--- src/rtl/gpb_consts.svh ---
// Offsets, bit positions and reset values of the general-purpose ports.
`ifndef GPB_CONSTS_SVH
`define GPB_CONSTS_SVH

// ************************************************************
// Register offsets
// ************************************************************
`define GPB_OFF_B_DATA  8'h01
`define GPB_OFF_C_DATA  8'h02
`define GPB_OFF_D_DATA  8'h03
`define GPB_OFF_B_DIR   8'h05
`define GPB_OFF_C_DIR   8'h06
`define GPB_OFF_D_DIR   8'h07
`define GPB_OFF_C_PUE   8'h0C

// ************************************************************
// Reset values
// ************************************************************
`define GPB_B_DIR_RST   8'h00
`define GPB_C_DIR_RST   7'h00
`define GPB_D_DIR_RST   8'h00
`define GPB_C_PUE_RST   7'h00
`define GPB_RD_IDLE     8'h00
`define GPB_PAD_C       1'h0
`define GPB_CAN_IDLE    1'h1

// ************************************************************
// Shared pin positions and peripheral encodings
// ************************************************************
`define GPB_CAN_TX_BIT  0
`define GPB_CAN_RX_BIT  1
`define GPB_SPI_SS_BIT  0
`define GPB_SPI_SCK_BIT 3
`define GPB_CLKOUT_BIT  0
`define GPB_T2_BASE     4
`define GPB_T1_BASE     6
`define GPB_ADC_B_CHANS 5'h08
`define GPB_ELS_OFF     2'h0

`endif

--- src/rtl/gpb_pkg.sv ---
// Types shared by the general-purpose port block.
package gpb_pkg;

    typedef enum {
        sel_none,
        sel_b_data,
        sel_c_data,
        sel_d_data,
        sel_b_dir,
        sel_c_dir,
        sel_d_dir,
        sel_c_pue
    } gpb_reg_sel_type;

endpackage : gpb_pkg

--- src/rtl/gpb_pin_drive.sv ---
// Registered pin driver for one port: direction, override, pullup.
module gpb_pin_drive #(
    parameter int WIDTH = 8
) (
    // Clock and reset
    input  wire logic             sys_clk,
    input  wire logic             arst_n,
    // Port state
    input  wire logic [WIDTH-1:0] latch,
    input  wire logic [WIDTH-1:0] dir,
    input  wire logic [WIDTH-1:0] pue,
    // Peripheral override
    input  wire logic [WIDTH-1:0] ovr_en,
    input  wire logic [WIDTH-1:0] ovr_out,
    input  wire logic [WIDTH-1:0] ovr_oe,
    // Pin side
    output logic      [WIDTH-1:0] pin_out_q,
    output logic      [WIDTH-1:0] pin_oe_q,
    output logic      [WIDTH-1:0] pin_pull_q
);

    for (genvar i = 0; i < WIDTH; i++) begin : g_bit
        logic oe_d;
        assign oe_d = ovr_en[i] ? ovr_oe[i] : dir[i];

        // Latch contents of unwritten pins stay invisible until driven.
        always_ff @(posedge sys_clk or negedge arst_n) begin
            if (!arst_n) begin
                pin_oe_q[i]   <= 1'b0;
                pin_out_q[i]  <= 1'b0;
                pin_pull_q[i] <= 1'b0;
            end else begin
                pin_oe_q[i]   <= oe_d;
                pin_out_q[i]  <= oe_d & (ovr_en[i] ? ovr_out[i]
                                                   : latch[i]);
                pin_pull_q[i] <= ~ovr_en[i] & ~dir[i] & pue[i];
            end
        end
    end

endmodule : gpb_pin_drive

--- src/rtl/gpb_ports.sv ---
// General-purpose ports B, C and D with register port and pin sharing.
//
// The implementer's own choice: strobed register access.
`include "gpb_consts.svh"

// Function
// - Reset leaves all data latches untouched.
// - Direction one drives pin, zero releases.
// - Reset clears every direction bit.
// - Port B read: latch if output, else pin.
// - Latch writes always accepted, input pins unaffected.
// - Selected ADC channel takes its port B pin.
// - Port C has seven pins, two CAN-shareable.
// - CAN enable takes port C low pins.
// - Port C read: latch if output, else pin.
// - Port C pullup follows its enable bit.
// - Output direction always switches pullup off.
// - Port D eight pins, lowest carries clock out.
// - First timer select claims upper port D pins.
// - Second timer select claims its port D pins.
// - SPI disabled leaves serial clock pin general.
// - Port D read: latch if output, else pin.
// - SPI pins ignore direction, read still uses it.
module gpb_ports (
    // Clock and reset
    input  wire logic       sys_clk,
    input  wire logic       arst_n,
    // Register port
    input  wire logic [7:0] reg_addr,
    input  wire logic [7:0] reg_wdata,
    input  wire logic       reg_wr,
    input  wire logic       reg_rd,
    output logic      [7:0] reg_rdata_q,
    // Analog converter
    input  wire logic       adc_enable,
    input  wire logic [4:0] adc_channel_select,
    output logic      [7:0] analog_input_pins_low,
    // CAN controller
    input  wire logic       can_controller_enable,
    input  wire logic       can_transmit_pin,
    output logic            can_receive_pin,
    // Timers
    input  wire logic [3:0] first_timer_edge_level_select,
    input  wire logic [1:0] first_timer_pin_out,
    input  wire logic [1:0] first_timer_pin_oe,
    input  wire logic [3:0] second_timer_edge_level_select,
    input  wire logic [1:0] second_timer_pin_out,
    input  wire logic [1:0] second_timer_pin_oe,
    // Serial peripheral and clock output
    input  wire logic       serial_peripheral_enable,
    input  wire logic       serial_peripheral_master,
    input  wire logic [3:0] serial_peripheral_pin_out,
    input  wire logic [3:0] serial_peripheral_pin_oe,
    input  wire logic       clock_out_enable,
    input  wire logic       clock_out_level,
    // Port B pins
    input  wire logic [7:0] port_b_in,
    output logic      [7:0] port_b_out,
    output logic      [7:0] port_b_oe,
    output logic      [7:0] port_b_level,
    // Port C pins
    input  wire logic [6:0] port_c_in,
    output logic      [6:0] port_c_out,
    output logic      [6:0] port_c_oe,
    output logic      [6:0] port_c_pullup,
    output logic      [6:0] port_c_level,
    // Port D pins
    input  wire logic [7:0] port_d_in,
    output logic      [7:0] port_d_out,
    output logic      [7:0] port_d_oe,
    output logic      [7:0] port_d_level
);

    // ************************************************************
    // Address decode
    // ************************************************************
    function automatic gpb_pkg::gpb_reg_sel_type reg_decode(
        input logic [7:0] addr
    );
        case (addr)
            `GPB_OFF_B_DATA: reg_decode = gpb_pkg::sel_b_data;
            `GPB_OFF_C_DATA: reg_decode = gpb_pkg::sel_c_data;
            `GPB_OFF_D_DATA: reg_decode = gpb_pkg::sel_d_data;
            `GPB_OFF_B_DIR:  reg_decode = gpb_pkg::sel_b_dir;
            `GPB_OFF_C_DIR:  reg_decode = gpb_pkg::sel_c_dir;
            `GPB_OFF_D_DIR:  reg_decode = gpb_pkg::sel_d_dir;
            `GPB_OFF_C_PUE:  reg_decode = gpb_pkg::sel_c_pue;
            default:         reg_decode = gpb_pkg::sel_none;
        endcase
    endfunction : reg_decode

    // Output pins read back their latch, input pins their level.
    function automatic logic [7:0] port_read(
        input logic [7:0] dir,
        input logic [7:0] latch,
        input logic [7:0] level
    );
        port_read = (dir & latch) | (~dir & level);
    endfunction : port_read

    gpb_pkg::gpb_reg_sel_type sel;
    assign sel = reg_decode(reg_addr);

    // ************************************************************
    // Data latches
    // ************************************************************
    logic [7:0] port_b_data_latch_q;
    logic [6:0] port_c_data_latch_q;
    logic [7:0] port_d_data_latch_q;

    // No reset branch: the latches keep their value through reset.
    always_ff @(posedge sys_clk) begin
        if (reg_wr && sel == gpb_pkg::sel_b_data) begin
            port_b_data_latch_q <= reg_wdata;
        end
        if (reg_wr && sel == gpb_pkg::sel_c_data) begin
            port_c_data_latch_q <= reg_wdata[6:0];
        end
        if (reg_wr && sel == gpb_pkg::sel_d_data) begin
            port_d_data_latch_q <= reg_wdata;
        end
    end

    // ************************************************************
    // Direction and pullup registers
    // ************************************************************
    logic [7:0] port_b_direction_q;
    logic [6:0] port_c_direction_q;
    logic [7:0] port_d_direction_q;
    logic [6:0] port_c_pullup_enable_q;

    always_ff @(posedge sys_clk or negedge arst_n) begin
        if (!arst_n) begin
            port_b_direction_q <= `GPB_B_DIR_RST;
            port_c_direction_q <= `GPB_C_DIR_RST;
            port_d_direction_q <= `GPB_D_DIR_RST;
        end else if (reg_wr) begin
            if (sel == gpb_pkg::sel_b_dir) begin
                port_b_direction_q <= reg_wdata;
            end
            if (sel == gpb_pkg::sel_c_dir) begin
                port_c_direction_q <= reg_wdata[6:0];
            end
            if (sel == gpb_pkg::sel_d_dir) begin
                port_d_direction_q <= reg_wdata;
            end
        end
    end

    always_ff @(posedge sys_clk or negedge arst_n) begin
        if (!arst_n) begin
            port_c_pullup_enable_q <= `GPB_C_PUE_RST;
        end else if (reg_wr && sel == gpb_pkg::sel_c_pue) begin
            port_c_pullup_enable_q <= reg_wdata[6:0];
        end
    end

    // ************************************************************
    // Pin input synchronisers
    // ************************************************************
    gpb_sync #(.WIDTH(8)) u_sync_b (
        .sys_clk (sys_clk),
        .arst_n  (arst_n),
        .pin_in  (port_b_in),
        .level_q (port_b_level)
    );

    gpb_sync #(.WIDTH(7)) u_sync_c (
        .sys_clk (sys_clk),
        .arst_n  (arst_n),
        .pin_in  (port_c_in),
        .level_q (port_c_level)
    );

    gpb_sync #(.WIDTH(8)) u_sync_d (
        .sys_clk (sys_clk),
        .arst_n  (arst_n),
        .pin_in  (port_d_in),
        .level_q (port_d_level)
    );

    // ************************************************************
    // Peripheral overrides
    // ************************************************************
    logic [7:0] b_ana_mask;
    logic [6:0] c_ovr_en;
    logic [6:0] c_ovr_out;
    logic [6:0] c_ovr_oe;
    logic [7:0] d_ovr_en;
    logic [7:0] d_ovr_out;
    logic [7:0] d_ovr_oe;

    // Only channels below the port B count land on these pins.
    always_comb begin
        b_ana_mask = '0;
        if (adc_enable && adc_channel_select < `GPB_ADC_B_CHANS) begin
            b_ana_mask = 8'h01 << adc_channel_select[2:0];
        end
    end

    always_comb begin
        c_ovr_en  = '0;
        c_ovr_out = '0;
        c_ovr_oe  = '0;
        if (can_controller_enable) begin
            c_ovr_en[`GPB_CAN_TX_BIT]  = 1'b1;
            c_ovr_oe[`GPB_CAN_TX_BIT]  = 1'b1;
            c_ovr_out[`GPB_CAN_TX_BIT] = can_transmit_pin;
            c_ovr_en[`GPB_CAN_RX_BIT]  = 1'b1;
        end
    end

    // The clock output outranks the slave-select input on the lowest pin.
    always_comb begin
        d_ovr_en  = '0;
        d_ovr_out = '0;
        d_ovr_oe  = '0;
        for (int i = 0; i < 2; i++) begin
            if (second_timer_edge_level_select[2*i +: 2]
                    != `GPB_ELS_OFF) begin
                d_ovr_en[`GPB_T2_BASE + i]  = 1'b1;
                d_ovr_out[`GPB_T2_BASE + i] = second_timer_pin_out[i];
                d_ovr_oe[`GPB_T2_BASE + i]  = second_timer_pin_oe[i];
            end
            if (first_timer_edge_level_select[2*i +: 2]
                    != `GPB_ELS_OFF) begin
                d_ovr_en[`GPB_T1_BASE + i]  = 1'b1;
                d_ovr_out[`GPB_T1_BASE + i] = first_timer_pin_out[i];
                d_ovr_oe[`GPB_T1_BASE + i]  = first_timer_pin_oe[i];
            end
        end
        if (serial_peripheral_enable) begin
            for (int i = `GPB_SPI_SS_BIT + 1;
                 i <= `GPB_SPI_SCK_BIT; i++) begin
                d_ovr_en[i]  = 1'b1;
                d_ovr_out[i] = serial_peripheral_pin_out[i];
                d_ovr_oe[i]  = serial_peripheral_pin_oe[i];
            end
            if (!serial_peripheral_master) begin
                d_ovr_en[`GPB_SPI_SS_BIT]  = 1'b1;
                d_ovr_out[`GPB_SPI_SS_BIT] = 1'b0;
                d_ovr_oe[`GPB_SPI_SS_BIT]  = 1'b0;
            end
        end
        if (clock_out_enable) begin
            d_ovr_en[`GPB_CLKOUT_BIT]  = 1'b1;
            d_ovr_out[`GPB_CLKOUT_BIT] = clock_out_level;
            d_ovr_oe[`GPB_CLKOUT_BIT]  = 1'b1;
        end
    end

    // ************************************************************
    // Pin drivers
    // ************************************************************
    gpb_pin_drive #(.WIDTH(8)) u_drive_b (
        .sys_clk    (sys_clk),
        .arst_n     (arst_n),
        .latch      (port_b_data_latch_q),
        .dir        (port_b_direction_q),
        .pue        (8'h00),
        .ovr_en     (b_ana_mask),
        .ovr_out    (8'h00),
        .ovr_oe     (8'h00),
        .pin_out_q  (port_b_out),
        .pin_oe_q   (port_b_oe),
        .pin_pull_q ()
    );

    gpb_pin_drive #(.WIDTH(7)) u_drive_c (
        .sys_clk    (sys_clk),
        .arst_n     (arst_n),
        .latch      (port_c_data_latch_q),
        .dir        (port_c_direction_q),
        .pue        (port_c_pullup_enable_q),
        .ovr_en     (c_ovr_en),
        .ovr_out    (c_ovr_out),
        .ovr_oe     (c_ovr_oe),
        .pin_out_q  (port_c_out),
        .pin_oe_q   (port_c_oe),
        .pin_pull_q (port_c_pullup)
    );

    gpb_pin_drive #(.WIDTH(8)) u_drive_d (
        .sys_clk    (sys_clk),
        .arst_n     (arst_n),
        .latch      (port_d_data_latch_q),
        .dir        (port_d_direction_q),
        .pue        (8'h00),
        .ovr_en     (d_ovr_en),
        .ovr_out    (d_ovr_out),
        .ovr_oe     (d_ovr_oe),
        .pin_out_q  (port_d_out),
        .pin_oe_q   (port_d_oe),
        .pin_pull_q ()
    );

    // ************************************************************
    // Peripheral-facing outputs
    // ************************************************************
    always_ff @(posedge sys_clk or negedge arst_n) begin
        if (!arst_n) begin
            analog_input_pins_low <= '0;
            can_receive_pin       <= `GPB_CAN_IDLE;
        end else begin
            analog_input_pins_low <= b_ana_mask;
            can_receive_pin       <= can_controller_enable
                                   ? port_c_level[`GPB_CAN_RX_BIT]
                                   : `GPB_CAN_IDLE;
        end
    end

    // ************************************************************
    // Read data
    // ************************************************************
    always_ff @(posedge sys_clk or negedge arst_n) begin
        if (!arst_n) begin
            reg_rdata_q <= `GPB_RD_IDLE;
        end else if (!reg_rd) begin
            reg_rdata_q <= `GPB_RD_IDLE;
        end else begin
            unique case (sel)
                gpb_pkg::sel_b_data: reg_rdata_q <= port_read(
                    port_b_direction_q, port_b_data_latch_q, port_b_level);
                gpb_pkg::sel_c_data: reg_rdata_q <= port_read(
                    {`GPB_PAD_C, port_c_direction_q},
                    {`GPB_PAD_C, port_c_data_latch_q},
                    {`GPB_PAD_C, port_c_level});
                gpb_pkg::sel_d_data: reg_rdata_q <= port_read(
                    port_d_direction_q, port_d_data_latch_q, port_d_level);
                gpb_pkg::sel_b_dir:  reg_rdata_q <= port_b_direction_q;
                gpb_pkg::sel_c_dir:
                    reg_rdata_q <= {`GPB_PAD_C, port_c_direction_q};
                gpb_pkg::sel_d_dir:  reg_rdata_q <= port_d_direction_q;
                gpb_pkg::sel_c_pue:
                    reg_rdata_q <= {`GPB_PAD_C, port_c_pullup_enable_q};
                gpb_pkg::sel_none:   reg_rdata_q <= `GPB_RD_IDLE;
            endcase
        end
    end
endmodule : gpb_ports

--- src/rtl/gpb_sync.sv ---
// Three-stage pin input synchroniser with agreement filter.
module gpb_sync #(
    parameter int WIDTH = 8
) (
    // Clock and reset
    input  wire logic             sys_clk,
    input  wire logic             arst_n,
    // Pins and filtered level
    input  wire logic [WIDTH-1:0] pin_in,
    output logic      [WIDTH-1:0] level_q
);

    logic [WIDTH-1:0] s1_q;
    logic [WIDTH-1:0] s2_q;
    logic [WIDTH-1:0] s3_q;

    always_ff @(posedge sys_clk or negedge arst_n) begin
        if (!arst_n) begin
            s1_q <= '0;
            s2_q <= '0;
            s3_q <= '0;
        end else begin
            s1_q <= pin_in;
            s2_q <= s1_q;
            s3_q <= s2_q;
        end
    end

    // A bit only moves once two later stages agree, which hides a
    // single-cycle metastable settle.
    always_ff @(posedge sys_clk or negedge arst_n) begin
        if (!arst_n) begin
            level_q <= '0;
        end else begin
            level_q <= (s2_q & ~(s2_q ^ s3_q)) | (level_q & (s2_q ^ s3_q));
        end
    end

endmodule : gpb_sync
--- config.mk ---
export PLATFORM = sky130hd
export DESIGN_NAME = gpb_ports
export DESIGN_NICKNAME = d
export VERILOG_FILES = /design/src/rtl/gpb_pkg.sv /design/src/rtl/gpb_pin_drive.sv /design/src/rtl/gpb_ports.sv /design/src/rtl/gpb_sync.sv
export VERILOG_INCLUDE_DIRS = /design/src /design/src/rtl
export SDC_FILE = /design/constraint.sdc
export NUM_CORES = 1
export LEC_CHECK = 0
export BUFFER_PORTS_ARGS = -buffer_cell sky130_fd_sc_hd__buf_4
export CAP_MARGIN = 20
export CORE_MARGIN = 1
export CORE_UTILIZATION = 25
export DETAILED_ROUTE_END_ITERATION = 8
export GPL_ROUTABILITY_DRIVEN = 0
export SYNTH_ARGS = -nofsm -noshare
export SYNTH_HDL_FRONTEND = slang
export SYNTH_SLANG_ARGS = --single-unit
export TNS_END_PERCENT = 5
--- constraint.sdc ---
create_clock -name sys_clk -period 1.5 [get_ports sys_clk]
set_clock_uncertainty 0.15 [all_clocks]
set_input_delay 0.375 -clock sys_clk [delete_from_list [all_inputs] [get_ports sys_clk]]
set_output_delay 0.375 -clock sys_clk [all_outputs]
set_load 0.005 [all_outputs]
# --- Word level (Yosys, flattened, before mapping) ---
# Index checks and enable logic that the tools add are counted.
# Widths: inputs -> output; s select.
classes:
  bitwise: 68
  n_reduce_logical: 13
  shift: 1
  order_cmp: 1
  n_eq_ne: 21
  muxes: 63
ops:
  columns: ["operator", "count"]
  rows:
  - ["$eq 32x3->1 const B", 6]
  - ["$eq 32x4->1 const B", 4]
  - ["$eq 32x2->1 const B", 3]
  - ["$and 8x8->8", 8]
  - ["$pmux 8 s8", 1]
  - ["$mux 1", 55]
  - ["$and 1x1->1", 32]
  - ["$eq 32x1->1 const B", 1]
  - ["$logic_not 32->1", 1]
  - ["$not 8->8", 4]
  - ["$or 8x8->8", 4]
  - ["$eq 8x3->1 const B", 3]
  - ["$and 7x7->7", 3]
  - ["$pmux 3 s7", 1]
  - ["$eq 8x2->1 const B", 2]
  - ["$mux 8", 2]
  - ["$xor 8x8->8", 2]
  - ["$mux 4", 3]
  - ["$not 1->1", 9]
  - ["$and 8x7->8", 1]
  - ["$eq 8x1->1 const B", 1]
  - ["$eq 8x4->1 const B", 1]
  - ["$not 7->8", 1]
  - ["$or 7x8->8", 1]
  - ["other kinds (9)", 18]
word_totals:
  ff_bits: 215
  in_bits: 79
  word_cells: 242
  output_inout_bits: 93

# --- Depth between registers and ports, before layout ---
# Gate-level depths: netlist of the first run.
depth:
  word_depth: 5
  mapped_depth: 6
  depth_no_buf: 4

# --- Hierarchy ---
# Synthesis of the first run repeated with hierarchy kept, for this count alone.
unflattened:
  hier_cells: 574
  area_unflattened_um2: 8465.6
modules_own_cells:
  columns: ["mod", "cells_per_inst", "n_inst", "area_per_inst_um2"]
  rows:
  - ["gpb_ports", 275, 1, 3343.2]
  - ["gpb_pin_drive at u_drive_b ...", 64, 2, 890.9]
  - ["gpb_sync at u_sync_b ...", 40, 2, 890.9]
  - ["gpb_pin_drive at u_drive_c", 56, 1, 779.5]
  - ["gpb_sync at u_sync_c", 35, 1, 779.5]

# --- Least setup slack after synthesis of the first run ---
# No wires, ideal clock.
synth_timing:
  path_kind: "input to register"
  start: "in reg_addr[5]"
  end: "reg port_b_data_latch_q[0] (enable)"
  stages: 4
  arrival_ns: 1.624
  setup_ns: 0.332
  path_slack_ns: -0.606
  n_path_buf: 1
  required_time_ns: 1.018
  path_cell_list: "or4_4 -> buf_6 -> nor3_2 -> and2_1"
synth_between:
  elab_chain_cells: 4
  word_cells_on_any_way: 10
  classes_between: "eq/ne (8); mux (1); reduce/logical (1)"
synth_rtl:
  columns: ["item", "line_no", "rtl"]
  rows:
  - ["from (decl)", "gpb_ports.sv:29", "input wire logic [7:0] reg_addr,"]
  - ["$eq 8x4->1, or another cell as far along", "gpb_ports.sv:80", "case (addr)"]
  - ["$pmux 3 s7 *", "gpb_ports.sv:80", null]
  - ["$eq 32x2->1 *", "gpb_ports.sv:113", "if (reg_wr && sel == gpb_pkg::sel_b_data) begin"]
  - ["$logic_and 1x1->1 *", "gpb_ports.sv:113", null]
  - ["to (signal assigned)", "gpb_ports.sv:114", "port_b_data_latch_q <= reg_wdata;"]
  - ["to (decl)", "gpb_ports.sv:107", "logic [7:0] port_b_data_latch_q;"]
# Every way passes the cells marked *; elsewhere a longest branch is shown, timed or not.
# A chain may end at the register's enable or synchronous reset.

==> results of run 1 <==
[metal layers]
layer	vias up	share of wire
li1	2375	-
met1	2608	0.46
met2	168	0.45
met3	32	0.063
met4	0	0.025
met5	-	0
[report_power, final]
group          total [uW]  switching, uW  internal, uW
Combinational        1290            525           763
Clock                6220           2380          3840
Sequential           6340            191          6150
Total               13900           3100         10800
[final cells by class]
type                            count  share of cell area
Clock buffer                       37              0.0616
Tap cell                          390              0.0417
Inverter                            6             0.00192
Timing Repair Buffer              287               0.234
Clock inverter                      8              0.0106
Multi-Input combinational cell    270               0.181
Sequential cell                   215               0.470
[path summary, 6_finish.rpt]
kind	from	end	slack, ns	cells after the start
hold reg to reg	u_sync_d.s1_q[7]	u_sync_d.s2_q[7]	0.19	0
max in group asynchronous	arst_n	can_receive_pin	0.47	3
min in group asynchronous	arst_n	u_drive_b.pin_oe_q[3]	0.18	2
setup / recovery	flip-flop	port_d_level[6]	-0.17	2
hold / removal	first_timer_edge_level_select[0]	u_drive_d.pin_out_q[6]	0.02	4
setup reg to reg	port_c_direction_q[6]	reg_rdata_q[6]	-0.05	4
[cell usage after synthesis (6+ instances only)]
cell	instances	area share
sky130_fd_sc_hd__nor2_1	28	0.014
sky130_fd_sc_hd__nor2b_1	19	0.016
sky130_fd_sc_hd__dfrtp_1	191	0.63
sky130_fd_sc_hd__mux2i_1	11	0.014
sky130_fd_sc_hd__maj3_1	23	0.030
sky130_fd_sc_hd__nand2b_1	16	0.013
sky130_fd_sc_hd__nand2_1	23	0.011
sky130_fd_sc_hd__inv_1	6	0.0030
sky130_fd_sc_hd__nand3b_1	9	0.0089
sky130_fd_sc_hd__nand3_1	6	0.0040
sky130_fd_sc_hd__clkbuf_1	8	0.0040
sky130_fd_sc_hd__and2_1	10	0.0082
sky130_fd_sc_hd__edfxtp_1	23	0.091
sky130_fd_sc_hd__mux2_2	41	0.061
sky130_fd_sc_hd__o21ai_0	16	0.011
sky130_fd_sc_hd__a21oi_1	8	0.0053
[through the flow]
stage / power (uW) / cells / utilization / hold WS, ns
global placement: 7460 / 1109 / 0.330 / 0.166
finish: 13900 / 1213 / 0.393 / 0.0173
CTS: 14000 / 1208 / 0.391 / 0.00900
floorplan: 6690 / 503 / - / -0.0706
detailed placement: 7480 / 1109 / 0.330 / 0.168
global route: 14400 / 1213 / 0.393 / 0.0255
[tightest hold or removal path: cells and delay by family]
kind	cells	cell delay, ns
AOI/OAI and AO/OA	1	0.08
buffers and inverters	1	0.08
and+or+nand+nor	2	0.09
[cell families after synthesis]
logic type,count (synthesis),synth area share
multiplexers,52,0.0752
flip-flops,215,0.723
AO/OA/AOI/OAI,57,0.0540
buffers and inverters,18,0.0112
AND/OR/NAND/NOR,138,0.106
adder cells (fa/ha/maj),23,0.0303
[repair_timing]
action                     CTS  global route
gates resized for setup    119             8
hold endpoints to repair   258             0
setup endpoints to repair  151           147
setup buffers                5             5
cloned                       0             0
pin swaps                   10             4
hold buffers                49             0
==> results.txt, run 1 <==
----------------------------------------------------
[Global route]
  Met3 Resource Use GR ... 0.0314
  Global-route wire length before repair ... 32,800 um
  Number of global-route vias before repair ... 5,361
  Antenna violations before repair ... 0
  Global-route met2 utilization ... 0.216
  Met1 GRT Util ... 0.201
  Largest net degree at the start of global routing ... 35
  Highest-utilization routing layer at the global route stage ... met2
  Total congestion overflow ... 0
  Aggregate global-route resource usage ... 0.142

[Worst setup path]
  Worst path top cell family by delay ... flip-flops
  Largest fanout of any net on the critical path ... 2
  Standard cell with the maximum stage delay on the critical path ... sky130_fd_sc_hd__dfrtp_1
  Most numerous cell on the critical path ... sky130_fd_sc_hd__buf_6
  Critical path startpoint category ... flip-flop
  Crit. End Element ... output pin
  Arrival time of data at the critical path endpoint ... 1.15 ns
  WP buf/inv ... 2
  Largest incremental delay on the critical path ... 0.41 ns
  CP Data Required Time ... 0.97 ns
  Cells along the critical path ... buf_6 -> buf_6
  Critical path start-end classification ... flip-flop to output pin

[Cells and area]
  Number of filler instances in the final layout ... 2,825
  Ant diodes ... 0
  Most frequent standard cell in the layout excluding fill and tap cells ... sky130_fd_sc_hd__dfrtp_1
  Final standard cell area without fillers ... 0.0117 mm2
  Flip-flop and latch area ... 0.00550 mm2
  Commonest non-fill, non-tap cells in the layout ... sky130_fd_sc_hd__dfrtp_1, sky130_fd_sc_hd__buf_4, sky130_fd_sc_hd__buf_6
  Final net count ... 884
  Ratio of cells with drive above 1 in the final layout ... 0.420
  Post-synthesis to final-layout area growth ... 54.1%
  Area of combinational cells with multiple inputs ... 0.00212 mm2

[Logic synthesis]
  Syn. warnings ... 0
  Async SR Flop Fraction ... 0.893
  Synthesized cell area ... 0.00760 mm2
  Number of nets produced by synthesis ... 582
  Mean cell area of the mapped netlist ... 15.1 um2
  Sequential cell area fraction in the yosys report ... 0.723
  Cell count after synthesis ... 503
  Number of register bits inferred by synthesis ... 215
  Post-synth EDFFs ... 23
  Main synth FF type ... sky130_fd_sc_hd__dfrtp_1
  Post-synthesis cell type count ... 46

[STA]
  Final Hold Violating Endpoints ... 0
  Tcrit/Tclk final ... 1.12
  Post-layout worst setup margin ... -0.173 ns
  Setup repair after global routing missed its margin ... yes
  Highest achievable clock rate ... 0.598 GHz
  Relative slew margins ... 0.753
  Transition time at the pin with the least slew margin ... 0.369 ns
  Setup Total Neg Slack ... -5.89 ns
  Total setup violations reported at the end of the flow ... 146
  Fin. max-slew vios ... 0
  Final critical path time including I/O delays and setup ... 1.67 ns

[Power]
  Power per cell area ... 1180 mW/mm2
  P_leak ... 0.00530 uW
  Peak supply drop ... 0.822 mV

[Floorplanning]
  Floorplan die area ... 0.0311 mm2
  Number of core rows ... 63
  Number of placed I/O pins ... 172
  Horizontal die dimension ... 176 um
  Core Box Area ... 0.0298 mm2
  Die boundary height ... 176 um
  Starting density of the core ... 0.255

[Clock tree]
  Maximum level of the CTS H-tree ... 1
  Clock root buffer ... sky130_fd_sc_hd__clkbuf_16
  Buffer levels on the longest clock path ... 3
  Count of clock tree sinks ... 215
  TritonCTS Buffers ... 25
  Reg clk slew, reported paths ... 0.05 ns
  Clk_lat worst skew ... 0.52 ns
  TritonCTS clock tree ... yes

[Drt]
  Number of vias per cell after detailed routing ... 4.27
  Average wire per cell in the routed design ... 17.9 um
  Pre-antenna DRT Iters ... 5
  Total Wirelength ... 21,700 um
  Drt initial violations ... 281
  Via count ... 5,183
  Remaining DRCs ... 0
  Number of nets with antenna violations after routing ... 0

[Outcome]
  Result of the run ... complete, but fails checks
  Violations in the final reports ... negative setup slack

[Placed design]
  Placed wire-length estimate ... 15,900 um
  Port-buffer cells ... 169
  DP Worst Slack ... -0.680 ns
  Post-placement cell area ... 0.00984 mm2

[Hold path]
  Worst min path class ... input pin to flip-flop

[Job]
  Number of max-capacitance violations reported ... 0

----------------------------------------------------
Note: power is estimated with default switching activity, not from simulation.
==> inputs of run 2 (changes only) <==
--- a/config.mk
+++ b/config.mk
@@ -12,6 +12,7 @@
 export CORE_UTILIZATION = 25
 export DETAILED_ROUTE_END_ITERATION = 8
 export GPL_ROUTABILITY_DRIVEN = 0
+export PLACE_DENSITY_LB_ADDON = 0.3
 export SYNTH_ARGS = -nofsm -noshare
 export SYNTH_HDL_FRONTEND = slang
 export SYNTH_SLANG_ARGS = --single-unit
==> results.txt, run 2 (synthesis results as in run 1) <==
----------------------------------------------------
[Outcome]
  Violations in the final reports ... negative setup slack
  Result of the run ... complete, but fails checks

[Power]
  Switch share ... 0.231
  P_sw ... 3060 uW
  Cell Int Power ... 10,200 uW
  Peak supply drop ... 0.721 mV
  P_leak ... 0.00529 uW
  Clock share of power ... 0.425
  Sequential share of power ... 0.479
  Total power after layout ... 13,200 uW
  Power per cell area ... 1130 mW/mm2
  Gate power share ... 0.096

[STA]
  Highest achievable clock rate ... 0.608 GHz
  Transition time at the pin with the least slew margin ... 0.354 ns
  Final Hold Violating Endpoints ... 0
  Setup repair after global routing missed its margin ... yes
  Final critical path time including I/O delays and setup ... 1.65 ns
  WHS ... 0.0179 ns
  Post-layout worst setup margin ... -0.145 ns
  Total setup violations reported at the end of the flow ... 124
  Tcrit/Tclk final ... 1.10
  Relative slew margins ... 0.763
  Fin. max-slew vios ... 0

[Global route]
  Antenna violations before repair ... 0
  Aggregate global-route resource usage ... 0.135
  Global-route wire length before repair ... 31,700 um
  Total congestion overflow ... 0
  Number of global-route vias before repair ... 5,344
  Largest net degree at the start of global routing ... 42

[Drt]
  Via count ... 5,111
  Average wire per cell in the routed design ... 17.2 um
  Number of vias per cell after detailed routing ... 4.20
  Remaining DRCs ... 0
  Pre-antenna DRT Iters ... 4
  Drt initial violations ... 222
  Total Wirelength ... 21,000 um
  Number of nets with antenna violations after routing ... 0

[Clock tree]
  Clock root buffer ... sky130_fd_sc_hd__clkbuf_16
  Reg clk slew, reported paths ... 0.06 ns
  Buffer levels on the longest clock path ... 3
  Maximum level of the CTS H-tree ... 1
  TritonCTS clock tree ... yes
  Count of clock tree sinks ... 215
  Clk_lat worst skew ... 0.52 ns
  TritonCTS Buffers ... 25

[Worst setup path]
  Largest fanout of any net on the critical path ... 2
  Crit path to ... port_d_level[6]
  Worst path top cell family by delay ... flip-flops
  Crit. End Element ... output pin
  Arrival time of data at the critical path endpoint ... 1.12 ns
  CP Data Required Time ... 0.97 ns
  Critical path start-end classification ... flip-flop to output pin
  Critical path startpoint category ... flip-flop
  WP buf/inv ... 2
  Largest incremental delay on the critical path ... 0.38 ns
  Cells along the critical path ... buf_6 -> buf_6
  Number of cells on the worst reg-to-reg path ... 5
  Slack of the worst reg-to-reg path ... -0.11 ns
  Crit Reg-Reg Endpoint ... reg_rdata_q[6]
  Most numerous cell on the critical path ... sky130_fd_sc_hd__buf_6
  Standard cell with the maximum stage delay on the critical path ... sky130_fd_sc_hd__dfrtp_1
  Number of cells on the critical path ... 2

[Cells and area]
  Number of filler instances in the final layout ... 2,897
  Most frequent standard cell in the layout excluding fill and tap cells ... sky130_fd_sc_hd__dfrtp_1
  Final net count ... 892
  Ant diodes ... 0
  Commonest non-fill, non-tap cells in the layout ... sky130_fd_sc_hd__dfrtp_1, sky130_fd_sc_hd__buf_4, sky130_fd_sc_hd__buf_6
  Ratio of cells with drive above 1 in the final layout ... 0.414
  Post-synthesis to final-layout area growth ... 53.6%

[Floorplanning]
  Core Box Area ... 0.0298 mm2
  Starting density of the core ... 0.255
  Die boundary height ... 176 um
  Number of placed I/O pins ... 172
  Number of core rows ... 63
  Horizontal die dimension ... 176 um
  Floorplan die area ... 0.0311 mm2

[Hold path]
  Worst min path class ... input pin to flip-flop
  Depth of the worst hold-timing path ... 3

[Placed design]
  Port-buffer cells ... 169
  Placed wire-length estimate ... 15,200 um

[Job]
  Number of max-capacitance violations reported ... 0

----------------------------------------------------
-- run 2: routing by layer --
layer	up-vias	share of wire	GRT usage
li1	2390	-	-
met3	28	0.063	0.0317
met5	-	0	0
met2	149	0.46	0.214
met4	0	0.018	0.0305
met1	2544	0.46	0.186
-- run 2: final cells by class --
| cell class | instances | area [um2] | area share |
|---|---|---|---|
| flip-flops and latches | 215 | 5500 | 0.471 |
| repair buffers | 295 | 2800 | 0.239 |
| multi-input cells | 270 | 2110 | 0.181 |
| clock buffers | 33 | 697 | 0.0597 |
| well taps | 390 | 488 | 0.0418 |
| clock inverters | 9 | 61.3 | 0.00525 |
| inverters | 6 | 22.5 | 0.00193 |
-- run 2: what timing repair did --
item                                    in CTS  in global routing
pin swaps                                   12                  3
setup buffers                                8                  3
hold endpoints to repair                   274                  0
gates resized for setup                    115                  8
hold buffers                                56                  0
endpoints found under the setup margin     150                154
-- run 2: per-stage QoR --
step	area [um2]	TNS, ns	util	worst slack [ns]	cells
after floorplan	7620	-23.06	-	-0.426	503
final	11700	-5.40	0.392	-0.145	1218
after CTS	11600	-7.29	0.390	-0.165	1215
after global routing	11700	-10.19	0.392	-0.180	1218
after detailed placement	9820	-37.58	0.329	-0.679	1109
after global placement	9820	-36.87	0.329	-0.690	1109
-- run 2: worst min-delay path, stage by stage --
cell and delay, ns:
sky130_fd_sc_hd__buf_4 0.13, sky130_fd_sc_hd__nand2_1 0.07, sky130_fd_sc_hd__nor2_1 0.06
-- run 2: worst min-delay path by stage --
stage                          startpoint                        to  slack, ns
global placement                   arst_n                 async pin       0.07
floorplan                          arst_n                 async pin      -0.07
finish              adc_channel_select[1]  analog_input_pins_low[7]       0.02
CTS                 adc_channel_select[1]  analog_input_pins_low[7]      0.005
global route        adc_channel_select[1]  analog_input_pins_low[7]       0.04
detailed placement                 arst_n          u_sync_c.s3_q[1]       0.07
-- run 2: power by group through the flow --
stage | clock network, uW | logic [uW] | registers [uW]
finish | 5630 | 1270 | 6340
global route | 6040 | 1380 | 6370
CTS | 5820 | 1270 | 6340
detailed placement | 0 | 1010 | 6430
global placement | 0 | 1010 | 6430
floorplan | 0 | 306 | 6390
